--- src/core/swire_map.svh ---
// Constants for the single-wire slave command layer
`ifndef SWIRE_MAP_SVH
`define SWIRE_MAP_SVH
`define CLK_MHZ         20
`define RESET_MIN_US    480
`define SAMPLE_US       30
`define READ_HOLD_US    15
`define PRES_WAIT_US    30
`define PRES_LEN_US     120
`define CYC(us)         ((us) * `CLK_MHZ)
`define CMD_SEARCH      8'hf0
`define CMD_READ_ID     8'h33
`define CMD_MATCH       8'h55
`define CMD_SKIP        8'hcc
`define CMD_ALM_SEARCH  8'hec
`define CMD_CONVERT     8'h44
`define CMD_RD_MEM      8'hbe
`define CMD_WR_MEM      8'h4e
`define CMD_COPY        8'h48
`define CMD_RELOAD      8'hb8
`define CMD_PWR_QUERY   8'hb4
`define MEM_BYTES       9
`define RSVD_BYTE       8'hff
`endif

--- src/core/swire_pkg.sv ---
// Types for the single-wire slave command layer
package swire_pkg;
    typedef enum logic [3:0] {
        ST_IDLE   = 4'b0000,
        ST_PWAIT  = 4'b0001,
        ST_PRES   = 4'b0010,
        ST_SELCMD = 4'b0011,
        ST_IDTX   = 4'b0100,
        ST_IDRX   = 4'b0101,
        ST_SRCH   = 4'b0110,
        ST_FNCMD  = 4'b0111,
        ST_TXBITS = 4'b1000,
        ST_RXMEM  = 4'b1001,
        ST_STATUS = 4'b1010,
        ST_HALT   = 4'b1011
    } state_type;
    typedef struct packed {
        logic       convert;
        logic       copy;
        logic       reload;
        logic [7:0] limit_hi;
        logic [7:0] limit_lo;
        logic       wr_limits;
    } req_type;
endpackage

--- src/core/swire_slave.sv ---
// Slave transaction and command layer of a single-wire sensor link
// How it works
// All bytes travel least significant bit first.
// Line is only pulled low via open-drain enable, else released.
// Idle high gaps between bits are tolerated without limit.
// Line low beyond 480 us aborts everything as bus reset.
// Order is reset, selection command, function command; else silence.
// After search or alarm search the device waits for reset.
// Five 8-bit selection commands are decoded after presence.
// Search code joins the elimination exchange, one cycle per reset.
// Read-identity sends all 64 identity bits in read slots.
// Match accepts function only if all 64 bits equal identity.
// Skip selects the device without identity bits.
// Master must not skip then read memory with several slaves.
// Alarm search acts as search only while alarm flag is set.
// Convert starts conversion; status in later read slots if powered.
// Memory read sends up to nine bytes, last is check byte.
// Memory write stores two bytes into limit bytes 2 and 3.
// Copy writes limit bytes to nonvolatile storage, no bus data.
// Reload restores limits and reports status in read slots.
// Power query reports supply mode in next read slot.
// Master gives strong pull-up during parasite convert and copy.
// A reset ends any transmission and returns to presence, then awaiting a selection command.
// Master sends both limit bytes before any reset.
// Presence waits 15-60 us after release, then low 60-240 us.
// Write slots are sampled 15-60 us after the falling edge.
// Read zero pulls low for 15 us, released before slot end.
// Status reads 0 while busy, 1 when done; parasite pulls low.
// Search sends bit, complement, then reads master's bit.
// Unknown function codes are ignored until next reset.
`timescale 1ns/1ps
`include "swire_map.svh"
module swire_slave
    import swire_pkg::*;
#(
    parameter logic [7:0]  FAMILY_CODE = 8'h5a, // Arbitrary value
    parameter logic [47:0] SERIAL      = 48'h0123_4567_89ab, // Arbitrary value
    parameter logic [7:0]  ID_CHECK    = 8'h00, // Arbitrary value
    parameter int          RESET_CYC   = `CYC(`RESET_MIN_US)
) (
    input  wire logic        ref_clk,
    input  wire logic        rst,
    input  wire logic        dq_in,
    output logic             dq_out,
    output logic             dq_oe_n,
    input  wire logic        parasite,
    input  wire logic        alarm_flag,
    input  wire logic        conv_busy,
    input  wire logic        copy_busy,
    input  wire logic        reload_busy,
    input  wire logic [15:0] temp_word,
    input  wire logic [15:0] count_word,
    input  wire logic [7:0]  mem_check,
    input  wire logic [7:0]  nv_hi,
    input  wire logic [7:0]  nv_lo,
    output req_type          req,
    output logic [7:0]       limit_hi,
    output logic [7:0]       limit_lo
);
    localparam int SAMPLE_CYC = `CYC(`SAMPLE_US);
    localparam int HOLD_CYC   = `CYC(`READ_HOLD_US);
    localparam int PWAIT_CYC  = `CYC(`PRES_WAIT_US);
    localparam int PRES_CYC   = `CYC(`PRES_LEN_US);
    localparam logic [63:0] IDENT = {ID_CHECK, SERIAL, FAMILY_CODE};

    state_type   state_q, state_d;
    logic [13:0] low_q, low_d;     // Time line has been low
    logic [13:0] tmr_q, tmr_d;     // Slot / presence timer
    logic        line_q;
    logic        slot_q, slot_d;   // Inside a slot after a falling edge
    logic        drv_q, drv_d;     // Pulling line low
    logic [6:0]  cnt_q, cnt_d;     // Bit counter
    logic [7:0]  sh_q, sh_d;       // Receive shift register
    logic [71:0] tx_q, tx_d;       // Transmit shift register
    logic        ok_q, ok_d;       // Identity match still holds
    logic [1:0]  ph_q, ph_d;       // Search phase: bit, complement, select slot, select sample
    logic [1:0]  stk_q, stk_d;     // Status kind: 0 conv, 1 reload, 2 power query
    logic [7:0]  hi_q, hi_d, lo_q, lo_d;
    req_type     req_d;

    wire fall     = line_q && !dq_in;
    wire bus_rst  = (low_q >= 14'(RESET_CYC)) && dq_in;
    wire samp_now = slot_q && (tmr_q == 14'(SAMPLE_CYC));
    wire rx_bit   = dq_in;

    always_comb begin
        state_d = state_q;
        // Our own presence pulse must not count towards a bus reset
        low_d   = (dq_in || state_q == ST_PRES) ? 14'h0 :
                  ((low_q == 14'h3fff) ? low_q : low_q + 14'h1);
        tmr_d   = (tmr_q == 14'h3fff) ? tmr_q : tmr_q + 14'h1;
        slot_d  = slot_q;
        drv_d   = drv_q;
        cnt_d   = cnt_q;
        sh_d    = sh_q;
        tx_d    = tx_q;
        ok_d    = ok_q;
        ph_d    = ph_q;
        stk_d   = stk_q;
        hi_d    = hi_q;
        lo_d    = lo_q;
        req_d   = '0;
        req_d.limit_hi = hi_q;
        req_d.limit_lo = lo_q;
        if (fall) begin
            slot_d = 1'b1;
            tmr_d  = 14'h0;
        end else if (slot_q && tmr_q == 14'(SAMPLE_CYC) + 14'h1) begin
            slot_d = 1'b0;
        end
        // Read-slot driving: zero bit held for 15 us then released
        if (drv_q && state_q != ST_PRES && tmr_q >= 14'(HOLD_CYC)) begin
            drv_d = 1'b0;
        end
        case (state_q)
            ST_IDLE, ST_HALT: begin
                // Waits only for a bus reset
            end
            ST_PWAIT: if (tmr_q >= 14'(PWAIT_CYC)) begin
                state_d = ST_PRES;
                drv_d   = 1'b1;
                tmr_d   = 14'h0;
            end
            ST_PRES: if (tmr_q >= 14'(PRES_CYC)) begin
                drv_d   = 1'b0;
                state_d = ST_SELCMD;
                cnt_d   = 7'h0;
            end
            ST_SELCMD, ST_FNCMD, ST_IDRX, ST_RXMEM: if (samp_now) begin
                sh_d  = {rx_bit, sh_q[7:1]};
                cnt_d = cnt_q + 7'h1;
                if (state_q == ST_IDRX && rx_bit != IDENT[cnt_q[5:0]]) ok_d = 1'b0;
                if (cnt_q[2:0] == 3'h7) begin
                    if (state_q == ST_SELCMD) begin
                        cnt_d = 7'h0;
                        ph_d  = 2'h0;
                        tx_d  = {8'h0, IDENT};
                        ok_d  = 1'b1;
                        case ({rx_bit, sh_q[7:1]})
                            `CMD_READ_ID: state_d = ST_IDTX;
                            `CMD_MATCH:   state_d = ST_IDRX;
                            `CMD_SKIP:    state_d = ST_FNCMD;
                            `CMD_SEARCH:  state_d = ST_SRCH;
                            `CMD_ALM_SEARCH: state_d = alarm_flag ? ST_SRCH : ST_HALT;
                            default:      state_d = ST_HALT;
                        endcase
                    end else if (state_q == ST_IDRX) begin
                        if (cnt_q == 7'd63) begin
                            cnt_d   = 7'h0;
                            state_d = ok_d ? ST_FNCMD : ST_HALT;
                        end
                    end else if (state_q == ST_RXMEM) begin
                        if (cnt_q == 7'd7) hi_d = {rx_bit, sh_q[7:1]};
                        else begin
                            lo_d            = {rx_bit, sh_q[7:1]};
                            req_d.limit_lo  = lo_d;
                            req_d.wr_limits = 1'b1;
                            state_d         = ST_HALT;
                        end
                    end else begin
                        cnt_d = 7'h0;
                        case ({rx_bit, sh_q[7:1]})
                            `CMD_CONVERT: begin
                                req_d.convert = 1'b1;
                                stk_d   = 2'h0;
                                state_d = parasite ? ST_HALT : ST_STATUS;
                            end
                            `CMD_RD_MEM: begin
                                tx_d = {mem_check, count_word, `RSVD_BYTE, `RSVD_BYTE,
                                        lo_q, hi_q, temp_word};
                                state_d = ST_TXBITS;
                            end
                            `CMD_WR_MEM: state_d = ST_RXMEM;
                            `CMD_COPY: begin
                                req_d.copy = 1'b1;
                                state_d    = ST_HALT;
                            end
                            `CMD_RELOAD: begin
                                req_d.reload = 1'b1;
                                hi_d    = nv_hi;
                                lo_d    = nv_lo;
                                stk_d   = 2'h1;
                                state_d = ST_STATUS;
                            end
                            `CMD_PWR_QUERY: begin
                                stk_d   = 2'h2;
                                state_d = ST_STATUS;
                            end
                            default: state_d = ST_HALT;
                        endcase
                    end
                end
            end
            ST_IDTX, ST_TXBITS: if (fall) begin
                drv_d = !tx_q[0];
                tx_d  = {1'b0, tx_q[71:1]};
                cnt_d = cnt_q + 7'h1;
                if ((state_q == ST_IDTX && cnt_q == 7'd63) ||
                    cnt_q == 7'(8 * `MEM_BYTES - 1)) state_d = ST_HALT;
            end
            ST_STATUS: if (fall) begin
                case (stk_q)
                    2'h0:    drv_d = conv_busy;
                    2'h1:    drv_d = reload_busy;
                    default: drv_d = parasite;
                endcase
            end
            ST_SRCH: begin
                if (fall && !ph_q[1]) begin
                    drv_d = (ph_q == 2'h0) ? !tx_q[0] : tx_q[0];
                    ph_d  = ph_q + 2'h1;
                end else if (fall && ph_q == 2'h2) begin
                    // Only the slot after the complement carries the master's choice
                    ph_d  = 2'h3;
                end else if (samp_now && ph_q == 2'h3) begin
                    ph_d  = 2'h0;
                    tx_d  = {1'b0, tx_q[71:1]};
                    cnt_d = cnt_q + 7'h1;
                    if (rx_bit != tx_q[0] || cnt_q == 7'd63) state_d = ST_HALT;
                end
            end
            default: state_d = ST_HALT;
        endcase
        // Reset overrides everything, including mid-transmission
        if (bus_rst) begin
            state_d = ST_PWAIT;
            tmr_d   = 14'h0;
            drv_d   = 1'b0;
            slot_d  = 1'b0;
        end
        if (!dq_in && low_q >= 14'(RESET_CYC)) begin
            state_d = ST_IDLE;
            drv_d   = 1'b0;
        end
    end

    // Requests are one-cycle pulses; the limit bytes in req stand as levels
    always_ff @(posedge ref_clk or posedge rst) begin
        if (rst) begin
            state_q <= ST_IDLE;
            low_q   <= 14'h0;
            tmr_q   <= 14'h0;
            line_q  <= 1'b1;
            slot_q  <= 1'b0;
            drv_q   <= 1'b0;
            cnt_q   <= 7'h0;
            sh_q    <= 8'h0;
            tx_q    <= 72'h0;
            ok_q    <= 1'b0;
            ph_q    <= 2'h0;
            stk_q   <= 2'h0;
            hi_q    <= 8'h0;
            lo_q    <= 8'h0;
            req     <= '0;
        end else begin
            state_q <= state_d;
            low_q   <= low_d;
            tmr_q   <= tmr_d;
            line_q  <= dq_in;
            slot_q  <= slot_d;
            drv_q   <= drv_d;
            cnt_q   <= cnt_d;
            sh_q    <= sh_d;
            tx_q    <= tx_d;
            ok_q    <= ok_d;
            ph_q    <= ph_d;
            stk_q   <= stk_d;
            hi_q    <= hi_d;
            lo_q    <= lo_d;
            req     <= req_d;
        end
    end

    assign dq_out   = 1'b0;
    assign dq_oe_n  = !drv_q;
    assign limit_hi = hi_q;
    assign limit_lo = lo_q;

    long_low_a: assert property (@(posedge ref_clk) disable iff (rst)
        (!dq_in && low_q >= 14'(RESET_CYC)) |=> (state_q == ST_IDLE && dq_oe_n))
        else $error("long low did not reset");
    release_pwait_a: assert property (@(posedge ref_clk) disable iff (rst)
        bus_rst |=> state_q == ST_PWAIT)
        else $error("presence wait not entered");
    pres_len_a: assert property (@(posedge ref_clk) disable iff (rst)
        $rose(state_q == ST_PRES) |-> !dq_oe_n [*8])
        else $error("presence too short");
    no_drive_idle_a: assert property (@(posedge ref_clk) disable iff (rst)
        (state_q inside {ST_IDLE, ST_PWAIT, ST_SELCMD, ST_FNCMD}) |-> dq_oe_n)
        else $error("line driven while listening");
    read_release_a: assert property (@(posedge ref_clk) disable iff (rst)
        (!dq_oe_n && state_q inside {ST_IDTX, ST_TXBITS, ST_STATUS, ST_SRCH} &&
         tmr_q >= 14'(HOLD_CYC)) |=> dq_oe_n)
        else $error("read zero held too long");
    halt_quiet_a: assert property (@(posedge ref_clk) disable iff (rst)
        (state_q == ST_HALT && $past(state_q) == ST_HALT &&
         tmr_q > 14'(HOLD_CYC)) |-> dq_oe_n)
        else $error("driving while halted");
    write_pulse_a: assert property (@(posedge ref_clk) disable iff (rst)
        req.wr_limits |-> $past(state_q) == ST_RXMEM)
        else $error("limit write from wrong state");
    pwr_query_a: assert property (@(posedge ref_clk) disable iff (rst)
        (state_q == ST_STATUS && stk_q == 2'h2 && fall) |=> (dq_oe_n == !parasite))
        else $error("power query answer wrong");

    cov_reset_c: cover property (@(posedge ref_clk) $rose(state_q == ST_PRES));
    cov_match_c: cover property (@(posedge ref_clk) state_q == ST_IDRX ##1 state_q == ST_FNCMD);
    cov_read_c:  cover property (@(posedge ref_clk) state_q == ST_TXBITS ##1 state_q == ST_HALT);
    cov_srch_c:  cover property (@(posedge ref_clk) state_q == ST_SRCH && ph_q == 2'h2);
endmodule // swire_slave

--- config.mk ---
export PLATFORM = sky130hd
export DESIGN_NAME = swire_slave
export DESIGN_NICKNAME = d
export VERILOG_FILES = /design/src/core/swire_pkg.sv /design/src/core/swire_slave.sv
export VERILOG_INCLUDE_DIRS = /design/src /design/src/core
export SDC_FILE = /design/constraint.sdc
export NUM_CORES = 1
export LEC_CHECK = 0
export ABC_CLOCK_PERIOD_IN_PS = 9200
export BUFFER_PORTS_ARGS = -buffer_cell sky130_fd_sc_hd__buf_4
export CORE_UTILIZATION = 35
export CTS_BUF_LIST = sky130_fd_sc_hd__clkbuf_16
export DETAILED_ROUTE_END_ITERATION = 8
export PLACE_DENSITY_LB_ADDON = 0.12
export SETUP_SLACK_MARGIN = 0.15
export SLEW_MARGIN = 20
export SYNTH_ARGS = -nofsm -noshare
export SYNTH_HDL_FRONTEND = slang
export SYNTH_SLANG_ARGS = --single-unit
--- constraint.sdc ---
create_clock -name ref_clk -period 9.2 [get_ports ref_clk]
set_clock_uncertainty 0.05 [all_clocks]
set_input_delay 1.84 -clock ref_clk [delete_from_list [all_inputs] [get_ports ref_clk]]
set_output_delay 1.84 -clock ref_clk [all_outputs]
set_load 0.03 [all_outputs]
* After elaboration in Yosys (flattened, before gate mapping)
Memories as Yosys holds them, arrays and structs flattened.
Cells that the tools add are included.
** Operators by class
- Eq/ne operators :: 64
- Add/sub/neg operators :: 4
- Mux-type cells :: 103
- Order comparisons :: 5
- Reduce and logical (&&, ||, !) cells :: 40
- Bitwise gates (word level) :: 3
** Operator list (number)
- $mux 72 :: 10
- $pmux 72 s3 :: 1
- $mux 14 :: 7
- $mux 7 :: 11
- $mux 4 :: 19
- $mux 9 :: 7
- $eq 8x8->1 const B :: 6
- $mux 8 :: 6
- $ne 4x4->1 const B :: 10
- $eq 8x7->1 const B :: 4
- $add 14x1->14 const B :: 2
- $eq 14x10->1 const B :: 2
- $eq 14x14->1 const B :: 2
- $pmux 7 s4 :: 1
- $reduce_and 7->1 :: 4
- $pmux 4 s6 :: 1
- $mux 1 :: 22
- $pmux 4 s5 :: 1
- $mux 3 :: 6
- $ne 2x2->1 const B :: 9
- $eq 4x3->1 const B :: 4
- $eq 4x4->1 const B :: 4
- $ge 14x10->1 const B :: 1
- $ge 14x12->1 const B :: 1
- 44 further kinds :: 78
** Storage, ports and cells
- Flip-flop bits (word level) :: 163
- Word-level logic and storage cells :: 240
- Memory bits (read-only) :: 64
- Memories kept :: 1
- Input port bits :: 64
** Memories
- (name not given) :: words 64, bits a word 1, read ports 1, clocked after Yosys merged registers in 0, write ports 0, line swire_slave.sv:132 : if (state_q == ST_IDRX && rx_bit != IDENT[cnt_q[5:0]]) ok_d = 1'b0;

* Longest topological paths before layout
- Depth after elaboration :: 16
- Mapped depth :: 12
- Gate-level depth less buffers :: 9

* Worst setup path before layout
No wires, ideal clock.
- Kind :: input to register
- Start point :: in dq_in
- End point :: reg state_q[0]
- Arrival time :: 3.492 ns
- Stages on the path :: 8
- Buffers on the path :: 1
- Data required time :: 9.030 ns
- Setup time :: 0.120 ns
- Path slack :: 5.538 ns
- Path through :: clkbuf_1 > nor2b_1 > nor2_1 > or3_1 > a221oi_1 > nor4b_4 > nand3_1 > and3_1
** On the way
- Longest elaborated chain between the ends :: 11
** RTL lines
- start: declaration :: line swire_slave.sv:43 : input wire logic dq_in,
- $eq 8x8->1 :: line swire_slave.sv:162 : case ({rx_bit, sh_q[7:1]})
- $reduce_or 2->1 (no line)
- $pmux 2 s4 :: line swire_slave.sv:162
- $mux 4 :: line swire_slave.sv:152 : end else if (state_q == ST_RXMEM) begin
- $mux 4 :: line swire_slave.sv:147 : end else if (state_q == ST_IDRX) begin
- $mux 4 :: line swire_slave.sv:134 : if (state_q == ST_SELCMD) begin
- $mux 4 :: line swire_slave.sv:133 : if (cnt_q[2:0] == 3'h7) begin
- $mux 4 :: line swire_slave.sv:129 : ST_SELCMD, ST_FNCMD, ST_IDRX, ST_RXMEM: if (samp_now) begin
- $pmux 4 s6 :: line swire_slave.sv:115 : case (state_q)
- $mux 4 :: line swire_slave.sv:225 : if (bus_rst) begin
- $mux 4 :: line swire_slave.sv:231 : if (!dq_in && low_q >= 14'(RESET_CYC)) begin
- end signal: assignment :: line swire_slave.sv:256 : state_q <= state_d;
- end: declaration :: line swire_slave.sv:66 : state_type state_q, state_d;
Parallel ways exist; a longest one is shown, timed or not. The select of a mux whose other input is x is not followed.
A chain may end at the register's enable or synchronous reset.

* Final worst setup path
- Start point :: in dq_in
- End point :: reg tx_q[32]
** On the way
- Longest elaborated chain between the ends :: 5
** RTL lines
- parallel branches: the longest is 4 deep, another holds $eq 8x8->1
- $reduce_and 10->1 (no line) (*)
- end signal: assignment :: line swire_slave.sv:264 : tx_q <= tx_d;
- end: declaration :: line swire_slave.sv:74 : logic [71:0] tx_q, tx_d;
Mark *: on every way between the ends.

==> results.tsv <==
metric	value	unit
top-count cell post-synth	dfrtp_1	
Synth Flop Type	dfrtp_1	
antenna violations before repair	0	
EDFF count, synth	0	
CTS root buf	clkbuf_16	
PortBufs	99	
TNS Setup	0	ns
top-area cell type share of the netlist area	46.5	%
fin crit share	40.2	%
Critical-path top delay cell	buf_4	
total congestion overflow	0	
Synth async-reset ratio	100	%
filler instances	2500	
gpl congestion	0.778	
run status	finished clean	
Pint	1.49	mW
Synth Area per Inst	8.82	um^2
Seq/Total Area, Yosys	46.8	%
first-pass GRT wire length	38000	um
Syn. warnings	0	
Combinational Power Share	20.0	%
multi-input combinational cell area	4190	um^2
core area	24300	um^2
worst path cell trace	buf_4, nand2b_1, o21ai_0, a21boi_1, o21ai_1, nor2_4, buf_4, o21ai_0, nand2_1	
reg2reg path depth	6	
Final setup viols	0	
Mapped Cells	982	
fmax	0.270	GHz
fin crit period	3.70	ns
HP Class	flop to flop	
WL per Instance	16.6	um
crit start category	input pin	
Syn Nets	1061	
Clk Latency, worst-skew pair	0.44	ns
number of CTS-inserted buffers	17	
register clock-pin slew on the reported worst setup and hold paths	0.07	ns
H-tree levels	4	
Die Ht	159	um
Worst path top cell family by delay	buffers and inverters	
clock buffer depth	2	
R2R Setup Slk	5.73	ns
Buf+Inv Stages, Crit Path	2	
Die X	159	um
maxcap violations	0	
Sw Share	32.2	%
Synth area leaders	dfrtp_1, o21ai_0, nand2_1, nor2_1, a31oi_1	
Initial Utilization	35.6	%
Clock power frac	34.1	%
via count	7123	
row cnt	57	
CTS tree	done	
r2r endpoint	cnt_q[6]$_DFFE_PP0P_	
drt initial violations	568	
Worst Setup SP	dq_in	
worst stage delay on the critical path	0.62	ns
Die ar.	25400	um^2
CP Capture Point	tx_q[32]$_DFFE_PP0P_	
cts hold-fix bufs	0	
HPWL Detailed	14500	um
cell area power density	217	nW/um^2
GRT Resource Usage Total	18.7	%
synthesized flop and latch total	162	
CTS sink cnt	162	
NetSw	0.707	mW
Synth Cell Area	8660	um^2
DRC	0	
num ports	102	
antenna diode count	0	
RSZ-0062 raised after global routing	no	
slew margin rel.	31.0	%
Hold Fails Final Rpt	0	
Layout area overhead	16.9	%
Slew Limit Fails	0	
drt via density	5.22	
register area	4060	um^2
area leader, netlist	dfrtp_1	
vias in the first global route	7048	
DRT Pass-1 Iters	7	
Worst path depth	9	
final worst slack	5.50	ns
setup slack after placement	4.82	ns
critical path class	input pin to flop	
Critical Path AT	4.02	ns
pin count of the biggest net entering global routing	90	
CP required	9.51	ns
crit end category	flop	
Flop pwr share	45.9	%
post-cts resize count	0	
Distinct cells, synth	68	
final wirelength	22600	um
Post-layout nets	1106	
Crit Reg-Reg Startpoint	state_q[2]$_DFFE_PP0P_	
share of cells above drive strength 1	17.0	%
top post-synthesis cells by count	dfrtp_1, nand2_1, nor2_1	
Crit Path Max Fanout	80	
Slew @ Worst Pin	1.03	ns
Peak VDD IR	0.0000942	V
LEAKAGE	4.45	nW
ANT nets after route	0	
Post-CTS Setup Bufs	0	
## worst reg2reg max path: stages, from the launching register on
cell	delay (ns)
dfrtp_1	0.80
nand2b_1	0.44
nor3b_1	0.70
a21boi_1	0.17
o2111ai_1	0.78
nand2b_1	0.30
o22ai_1	0.11
## state kept, by name (all words and copies together) (netlist names), 7 cells and up
signal and count:
limit_hi 8, tmr_q 14, tx_q 72, sh_q 7, cnt_q 7, req 20, low_q 14, limit_lo 8
## placed cells by master (no fill, tap or decap), types with 4 or more instances in the layout
master,count
dfrtp_1,161
nand2_1,124
buf_4,105
nor2_1,102
o21ai_0,94
nand3_1,58
a21oi_1,49
a31oi_1,47
or3_1,24
mux2_2,17
clkbuf_16,17
inv_1,16
xor2_1,16
ha_1,15
nor3_1,14
and2_1,13
xnor2_1,10
nor2b_1,10
nand4_1,10
nand2b_1,9
and3_1,9
o31ai_1,6
nor4bb_1,6
and4_1,5
o21ai_1,5
nor3b_1,5
o211ai_1,5
inv_6,5
mux2i_1,4
nor4b_1,4
a21o_1,4
inv_8,4
## power groups by stage
stage          combinational [mW]  sequential (mW)  clock [mW]
2_1_floorplan               0.362            0.969           0
3_3_place_gp                0.437             1.02           0
3_5_place_dp                0.444             1.02           0
4_1_cts                     0.446             1.01       0.775
5_1_grt                     0.515             1.04       0.800
6_report                    0.439             1.01       0.748
## metal layers
metal	vias up	GRT usage [%]	wire, um
met3	15	3.41	820
met5	-	0	0
met4	0	4.20	210
li1	3537	-	-
met2	138	28.8	10200
met1	3433	27.3	11400
## cell families after synthesis
group | count (synthesis) | share of synthesized area [%]
AND/OR/NAND/NOR | 421 | 24.4
multiplexers | 21 | 2.67
buffers and inverters | 97 | 5.14
flip-flops | 162 | 46.8
XOR/XNOR | 26 | 2.63
AO/OA/AOI/OAI | 239 | 16.1
other | 1 | 0.0433
adder cells (fa/ha/maj) | 15 | 2.17
## worst min-delay path by stage
stage,to,startpoint,slack [ns],cells past startpoint
floorplan,req[12]$_DFF_PP0_,limit_hi[3]$_DFFE_PP0P_,0.34,0
global placement,req[13]$_DFF_PP0_,limit_hi[4]$_DFFE_PP0P_,0.37,0
detailed placement,req[13]$_DFF_PP0_,limit_hi[4]$_DFFE_PP0P_,0.36,0
CTS,req[13]$_DFF_PP0_,limit_hi[4]$_DFFE_PP0P_,0.38,0
global route,req[13]$_DFF_PP0_,limit_hi[4]$_DFFE_PP0P_,0.41,0
finish,req[13]$_DFF_PP0_,limit_hi[4]$_DFFE_PP0P_,0.38,0
## stage by stage
step	area (um^2)	utilization, %	hold WS, ns	std cells	power [mW]
CTS	10100	41.6	0.379	1364	2.23
global route	10100	41.6	0.413	1364	2.35
detailed placement	9510	39.1	0.361	1332	1.47
floorplan	8660	-	0.339	982	1.33
global placement	9510	39.1	0.366	1332	1.45
finish	10100	41.6	0.376	1364	2.20
## final cells by class
| class | instances | share of cell area, % |
|---|---|---|
| Inverter | 18 | 0.717 |
| Clock inverter | 15 | 1.85 |
| Tap cell | 324 | 4.01 |
| Timing Repair Buffer | 105 | 7.79 |
| Multi-Input combinational cell | 723 | 41.4 |
| Sequential cell | 162 | 40.1 |
| Clock buffer | 17 | 4.20 |
No activity file was read; power rests on OpenSTA's default activity.
